===== src/core/vcmm_pkg.sv =====
// Package with opcode fields and types for the vector compare, max and multiply-accumulate unit
package vcmm_pkg;
   localparam int XLEN = 64;
   localparam int INSN_W = 32;
   localparam logic [5:0] MAJOR_VEC = 6'h0a;
   localparam int MAJOR_LSB = 26;
   localparam int RD_LSB = 21;
   localparam int RA_LSB = 16;
   localparam int RB_LSB = 11;
   localparam int RSV_LSB = 8;
   localparam int REG_W = 5;
   localparam int MINOR_W = 8;
   localparam logic [7:0] OP_BYTE_LT = 8'h48;
   localparam logic [7:0] OP_HALF_LT = 8'h49;
   localparam logic [7:0] OP_BYTE_NE = 8'h4a;
   localparam logic [7:0] OP_HALF_NE = 8'h4b;
   localparam logic [7:0] OP_HALF_MAC = 8'h54;
   localparam logic [7:0] OP_BYTE_MAX = 8'h55;
   localparam logic [7:0] OP_HALF_MAX = 8'h56;
   localparam int CUST_LSB = 4;
   localparam int CUST_W = 4;
   localparam logic [3:0] CUST_FIRST = 4'hc;
   localparam int BYTE_LANES = 8;
   localparam int HALF_LANES = 4;
   localparam int ACC_W = 32;
   localparam logic [31:0] ACC_MAX = 32'h7fffffff;
   localparam logic [31:0] ACC_MIN = 32'h80000000;

   typedef enum logic [3:0] {
      VCMM_NONE, VCMM_BLT, VCMM_HLT, VCMM_BNE, VCMM_HNE,
      VCMM_MAC, VCMM_BMAX, VCMM_HMAX, VCMM_CUST
   } vcmm_op_e;

   typedef struct packed {
      logic valid;
      logic [REG_W-1:0] rd;
      logic [XLEN-1:0] data;
   } vcmm_wb_s;
endpackage


===== src/core/vcmm_unit.sv =====
// Vector compare, maximum and saturating multiply-accumulate execution unit
// Functional notes
// - Decode major 0xa, registers, minor opcode
// - Byte less-than fills lane ones
// - Half less-than fills lane ones
// - Minor 0x4a byte not-equal compare
// - Minor 0x4b half not-equal compare
// - Custom slots 0xc-0xf reserved, implementation-defined
// - Minor 0x54 signed multiply-accumulate into accumulators
// - Accumulator overflow saturates, never wraps
// - Products also written to destination
// - Minor 0x55 byte lane maximum
// - Minor 0x56 half lane maximum
// - Half maximum picks larger half-word
`timescale 1ns/1ns
`default_nettype none
module vcmm_unit #(
   parameter int DATA_W = 64
) (
   input wire logic clk_in,
   input wire logic rst_in,
   input wire logic issue_in,
   input wire logic [31:0] insn_in,
   input wire logic [DATA_W-1:0] src_first_in,
   input wire logic [DATA_W-1:0] src_second_in,
   output var vcmm_pkg::vcmm_wb_s wb_out,
   output logic custom_out,
   output logic [DATA_W-1:0] acc_lo_out,
   output logic [DATA_W-1:0] acc_hi_out
);
   import vcmm_pkg::*;

   // ----------------------------------------
   // Decode
   // ----------------------------------------
   function automatic vcmm_op_e decode(input logic [31:0] insn);
      logic [7:0] minor;
      minor = insn[MINOR_W-1:0];
      if (insn[31:MAJOR_LSB] != MAJOR_VEC) begin
         return VCMM_NONE;
      end else if (minor == OP_BYTE_LT) begin
         return VCMM_BLT;
      end else if (minor == OP_HALF_LT) begin
         return VCMM_HLT;
      end else if (minor == OP_BYTE_NE) begin
         return VCMM_BNE;
      end else if (minor == OP_HALF_NE) begin
         return VCMM_HNE;
      end else if (minor == OP_HALF_MAC) begin
         return VCMM_MAC;
      end else if (minor == OP_BYTE_MAX) begin
         return VCMM_BMAX;
      end else if (minor == OP_HALF_MAX) begin
         return VCMM_HMAX;
      end else if (insn[CUST_LSB+CUST_W-1:CUST_LSB] >= CUST_FIRST) begin
         return VCMM_CUST;
      end else begin
         return VCMM_NONE;
      end
   endfunction

   vcmm_op_e op;
   logic [REG_W-1:0] rd;
   assign op = issue_in ? decode(insn_in) : VCMM_NONE;
   assign rd = insn_in[RD_LSB+REG_W-1:RD_LSB];

   // ----------------------------------------
   // Lane logic
   // ----------------------------------------
   logic [DATA_W-1:0] b_lt, b_ne, b_max, h_lt, h_ne, h_max, h_prod;
   logic [4*ACC_W-1:0] acc, next_acc;

   genvar i;
   generate
      for (i = 0; i < BYTE_LANES; i++) begin : g_byte
         logic [7:0] a, b;
         assign a = src_first_in[8*i +: 8];
         assign b = src_second_in[8*i +: 8];
         assign b_lt[8*i +: 8] = {8{a < b}};
         assign b_ne[8*i +: 8] = {8{a != b}};
         assign b_max[8*i +: 8] = (a > b) ? a : b;
      end
      for (i = 0; i < HALF_LANES; i++) begin : g_half
         logic [15:0] a, b;
         logic [31:0] prod;
         assign a = src_first_in[16*i +: 16];
         assign b = src_second_in[16*i +: 16];
         assign h_lt[16*i +: 16] = {16{a < b}};
         assign h_ne[16*i +: 16] = {16{a != b}};
         assign h_max[16*i +: 16] = (a > b) ? a : b;
         vcmm_lane_mac u_mac (
            .a_in(a),
            .b_in(b),
            .acc_in(acc[ACC_W*i +: ACC_W]),
            .prod_out(prod),
            .sum_out(next_acc[ACC_W*i +: ACC_W])
         );
         // low half of each product to destination
         assign h_prod[16*i +: 16] = prod[15:0];
      end
   endgenerate

   // ----------------------------------------
   // Result select
   // ----------------------------------------
   logic [DATA_W-1:0] result;
   assign result = (op == VCMM_BLT) ? b_lt :
                   (op == VCMM_HLT) ? h_lt :
                   (op == VCMM_BNE) ? b_ne :
                   (op == VCMM_HNE) ? h_ne :
                   (op == VCMM_BMAX) ? b_max :
                   (op == VCMM_HMAX) ? h_max : h_prod;
   logic writes;
   assign writes = (op != VCMM_NONE) && (op != VCMM_CUST);

   // ----------------------------------------
   // Registers
   // ----------------------------------------
   always_ff @(posedge clk_in) begin
      if (rst_in) begin
         wb_out <= '0;
         custom_out <= 1'b0;
         acc <= '0;
      end else begin
         wb_out.valid <= writes;
         wb_out.rd <= rd;
         wb_out.data <= result;
         custom_out <= (op == VCMM_CUST);
         if (op == VCMM_MAC) begin
            acc <= next_acc;
         end
      end
   end
   assign acc_lo_out = acc[2*ACC_W-1:0];
   assign acc_hi_out = acc[4*ACC_W-1:2*ACC_W];

   logic [15:0] lane0_prod;
   assign lane0_prod = 16'(src_first_in[15:0] * src_second_in[15:0]);
endmodule
`default_nettype wire


===== src/core/vcmm_lane_mac.sv =====
// One saturating half-word multiply-accumulate lane
`timescale 1ns/1ns
`default_nettype none
module vcmm_lane_mac (
   input wire logic [15:0] a_in,
   input wire logic [15:0] b_in,
   input wire logic [31:0] acc_in,
   output logic [31:0] prod_out,
   output logic [31:0] sum_out
);
   import vcmm_pkg::*;
   logic signed [31:0] prod;
   logic signed [32:0] wide;
   logic ovf_hi;
   logic ovf_lo;
   assign prod = $signed(a_in) * $signed(b_in);
   assign wide = {acc_in[31], acc_in} + {prod[31], prod};
   assign ovf_hi = (wide[32] == 1'b0) && (wide[31] == 1'b1);
   assign ovf_lo = (wide[32] == 1'b1) && (wide[31] == 1'b0);
   assign prod_out = prod;
   assign sum_out = ovf_hi ? ACC_MAX : (ovf_lo ? ACC_MIN : wide[31:0]);
endmodule
`default_nettype wire


===== config.mk =====
export PLATFORM = sky130hd
export DESIGN_NAME = vcmm_unit
export DESIGN_NICKNAME = d
export VERILOG_FILES = /design/src/core/vcmm_pkg.sv /design/src/core/vcmm_unit.sv /design/src/core/vcmm_lane_mac.sv
export SDC_FILE = /design/constraint.sdc
export NUM_CORES = 2
export LEC_CHECK = 0
export BUFFER_PORTS_ARGS = -buffer_cell sky130_fd_sc_hd__buf_4
export CORE_MARGIN = 2
export CORE_UTILIZATION = 54
export CTS_BUF_LIST = sky130_fd_sc_hd__clkbuf_8
export CTS_CLUSTER_SIZE = 20
export DETAILED_ROUTE_END_ITERATION = 16
export PLACE_DENSITY = 0.72
export SETUP_SLACK_MARGIN = 0.1
export SLEW_MARGIN = 40
export SYNTH_ARGS = -nofsm -noshare
export SYNTH_HDL_FRONTEND = slang
export SYNTH_SLANG_ARGS = --single-unit

===== constraint.sdc =====
create_clock -name clk_in -period 14.9 [get_ports clk_in]
set_input_delay 0 -clock clk_in [delete_from_list [all_inputs] [get_ports clk_in]]
set_output_delay 0 -clock clk_in [all_outputs]
set_load 0.02 [all_outputs]

==> flow_metrics.py <==
metrics = {
    "yosys": {
        "ys_ff_latch": 199,
        "synthAdderAreaFrac_pct": 50.80,
        "synth_fp_nets": 8488,
        "synth-edff-count": 0,
        "netlist_instances": 6681,
        "synth-async-reset-ratio_pct": 0,
        "synth.mux.area_fraction_pct": 2.046,
        "synth-simple-area-share_pct": 14.38,
        "ys_warn_count": 0,
        "syn_avg_cell_area_um2": 8.642,
        "synthFlopType": "dfxtp_1",
        "synth.distinct_cells": 85,
        "yosysSeqAreaShare_pct": 6.900,
        "synth_xor_area_share_pct": 3.762,
        "netlist_area_um2": 57740,
        "synth_compound_area_share_pct": 11.91,
        "synth_top_family_by_area": "adder cells",
    },
    "clocking": {
        "cts_root_buf": "clkbuf_8",
        "clock-sinks": 199,
        "post_cts_buffers": 0,
        "cts_buffers": 17,
        "htree_levels": 4,
        "cts_max_path_buffers": 2,
        "cts_hold_buffers": 69,
        "cts_tree": "built",
        "clk_latency_ns": 0.64,
        "cts.repair.resized": 0,
        "clk_pin_slew_ns": 0.12,
    },
    "die": {
        "dieArea_um2": 109600,
        "num_rows": 119,
        "io_pins": 362,
        "die_h_um": 331.0,
        "core_area_um2": 105700,
        "start_util_pct": 54.62,
        "die_x_um": 331.0,
    },
    "flow_run": {
        "cap_viol_max_count": 0,
    },
    "sta": {
        "finalSetupViolations": 0,
        "drv_slew": 0,
        "relSlewSlack_pct": 42.25,
        "fmax_mhz": 107.9,
        "rsz0062_at_grt": "no",
        "worst_pin_slew_ns": 0.8573,
        "final.setup.tns_ns": 0,
        "finClkSkew_ns": 0.02710,
        "fin_crit_ns": 9.267,
        "hold_violations": 0,
        "finalCritPeriodShare_pct": 62.20,
    },
    "placed_design": {
        "io_buffers": 348,
        "dp_hpwl_um": 135000,
        "place.gp.congestion": 0.9503,
    },
    "routing": {
        "initialDrtViolationCount": 3393,
        "viasPerCell": 5.692,
        "drt_pre_antenna_iters": 6,
        "avgRoutedWirePerCell_um": 20.47,
        "drt_wl_total_um": 169800,
        "vias": 47220,
        "ant_nets": 0,
        "remaining_drc_errors": 0,
    },
    "global_route": {
        "grt_pass1_vias": 49190,
        "grt_max_degree": 74,
        "grt_overflow_total": 0,
        "grt_use_total_pct": 31.92,
        "antenna_found_initial": 12,
        "grt_pass1_wl_um": 271100,
    },
    "critical_path": {
        "crit_fanout": 27,
        "cp_data_required_time_ns": 15.44,
        "reg2reg_depth": 15,
        "cp_slowest_stage_delay_ns": 0.61,
        "worstSetupEndpointType": "flop",
        "r2r_start": "acc[0]",
        "cpMostUsedCell": "fa_1",
        "crit_path_top_delay_cell": "maj3_1",
        "worstSetupPathType": "input port to flop",
        "cp_data_arrival_time_ns": 9.80,
        "critPathLaunchType": "input port",
        "r2r_end": "acc[2]",
        "r2r_setup_slack_ns": 10.41,
    },
    "run_status": {
        "outcome": "finished clean",
    },
    "min_path": {
        "worst_hold_path.num_cells": 5,
        "hold_class": "input port to flop",
        "holdCritStartpoint": "src_first_in[35]",
        "whs_endpoint": "wb_out[35]",
    },
    "finish": {
        "final_cell_mix": "inv_1, fa_1, nand2_1",
        "layout_commonest_cell": "inv_1",
        "n_fill_cell": 9482,
        "final_nets": 8698,
        "layout-drive-gt1-share_pct": 7.633,
        "syn2layout_area_growth_pct": 8.271,
    },
}
final cells by class:
type,count,area [um2],share of cell area [%]
Multi-Input combinational cell,4920,47960,76.71
Inverter,1311,4921,7.872
Sequential cell,199,3984,6.373
Timing Repair Buffer,442,3498,5.596
Tap cell,1391,1740,2.784
Clock buffer,17,234.0,0.3743
Clock inverter,15,177.7,0.2842
Antenna cell,1,2.502,0.004003
worst max-delay path by stage:
stage                            from  endpoint  slack (ns)  cells past startpoint
global placement      src_first_in[8]    acc[1]        5.67                     32
CTS                  src_second_in[4]    acc[4]        5.76                     33
detailed placement    src_first_in[8]    acc[6]        5.59                     32
finish               src_second_in[4]    acc[2]        5.63                     33
global route         src_second_in[5]    acc[1]        5.14                     33
floorplan           src_second_in[17]   acc[37]        7.06                     34
cell usage after synthesis, drive strengths merged, types with 8 or more instances:
master | instances | area [um2]
ha | 592 | 7407
a211o | 8 | 70.07
nand4 | 23 | 143.9
buf | 35 | 166.4
fa | 1052 | 21060
o21a | 52 | 390.4
a21boi | 15 | 112.6
maj3 | 80 | 862.1
nor3 | 35 | 180.2
xnor2 | 165 | 1445
nand2b | 54 | 337.8
a32oi | 8 | 70.07
a2111oi | 8 | 76.32
o21ai | 271 | 1356
mux2i | 109 | 1091
nor2 | 395 | 1483
nor2b | 38 | 237.7
mux2 | 8 | 90.09
and2 | 378 | 2365
or2 | 15 | 93.84
nand2 | 679 | 2549
a211oi | 110 | 935.9
nand3 | 57 | 290.3
a31oi | 27 | 168.9
o21bai | 26 | 195.2
o211ai | 31 | 232.7
clkbuf | 216 | 810.8
and3 | 36 | 225.2
dfxtp | 199 | 3984
a21o | 126 | 945.9
or3 | 18 | 112.6
and4 | 8 | 70.07
inv | 1311 | 4921
xor2 | 83 | 727.0
o31a | 16 | 140.1
a21oi | 294 | 1479
metal layers:
layer  vias up  wire length [um]  part of all wire, %  global-route usage (%)
met5         -                54                0.032                       0
met3       303             13800                  8.1                   6.134
met4         8              5577                  3.3                   10.47
li1      21480                 -                    -                       -
met1     23670             71290                   42                   43.30
met2      1757             79120                   47                   51.56
state kept, by name, indices dropped and copies added (netlist names):
signal,cells
acc,128
custom_out,1
wb_out,70
critical path, delay by kind of cell:
kind | cells | cell delay [ns]
and+or+nand+nor | 10 | 2.10
buffers and inverters | 7 | 1.14
AOI/OAI and AO/OA | 6 | 1.71
adders and majority gates | 9 | 4.35
xor gates and xnor gates | 1 | 0.43
metrics by stage:
stage	util [%]	instance area, um2	setup slack [ns]	instances	hold slack (ns)
2_1_floorplan	-	57740	7.062	6681	0.1282
3_3_place_gp	58.04	61350	5.672	8193	0.2101
3_5_place_dp	58.08	61400	5.594	8194	0.2234
4_1_cts	59.12	62500	5.756	8295	0.0005552
5_1_grt	59.14	62520	5.138	8296	0.05713
6_report	59.14	62520	5.633	8296	0.05205
cell families (layout without fill, tap and decap cells):
family | Yosys count | after routing
muxes | 117 | 117
xor gates and xnor gates | 248 | 248
and+or+nand+nor | 1764 | 1764
adders and majority gates | 1724 | 1724
AOI/OAI and AO/OA | 1067 | 1067
DFF | 199 | 199
buffers and inverters | 1562 | 1785
other | 0 | 1
Power is not shown: default switching activity piles up to over one toggle a cycle in this logic, so the estimate is an artifact.
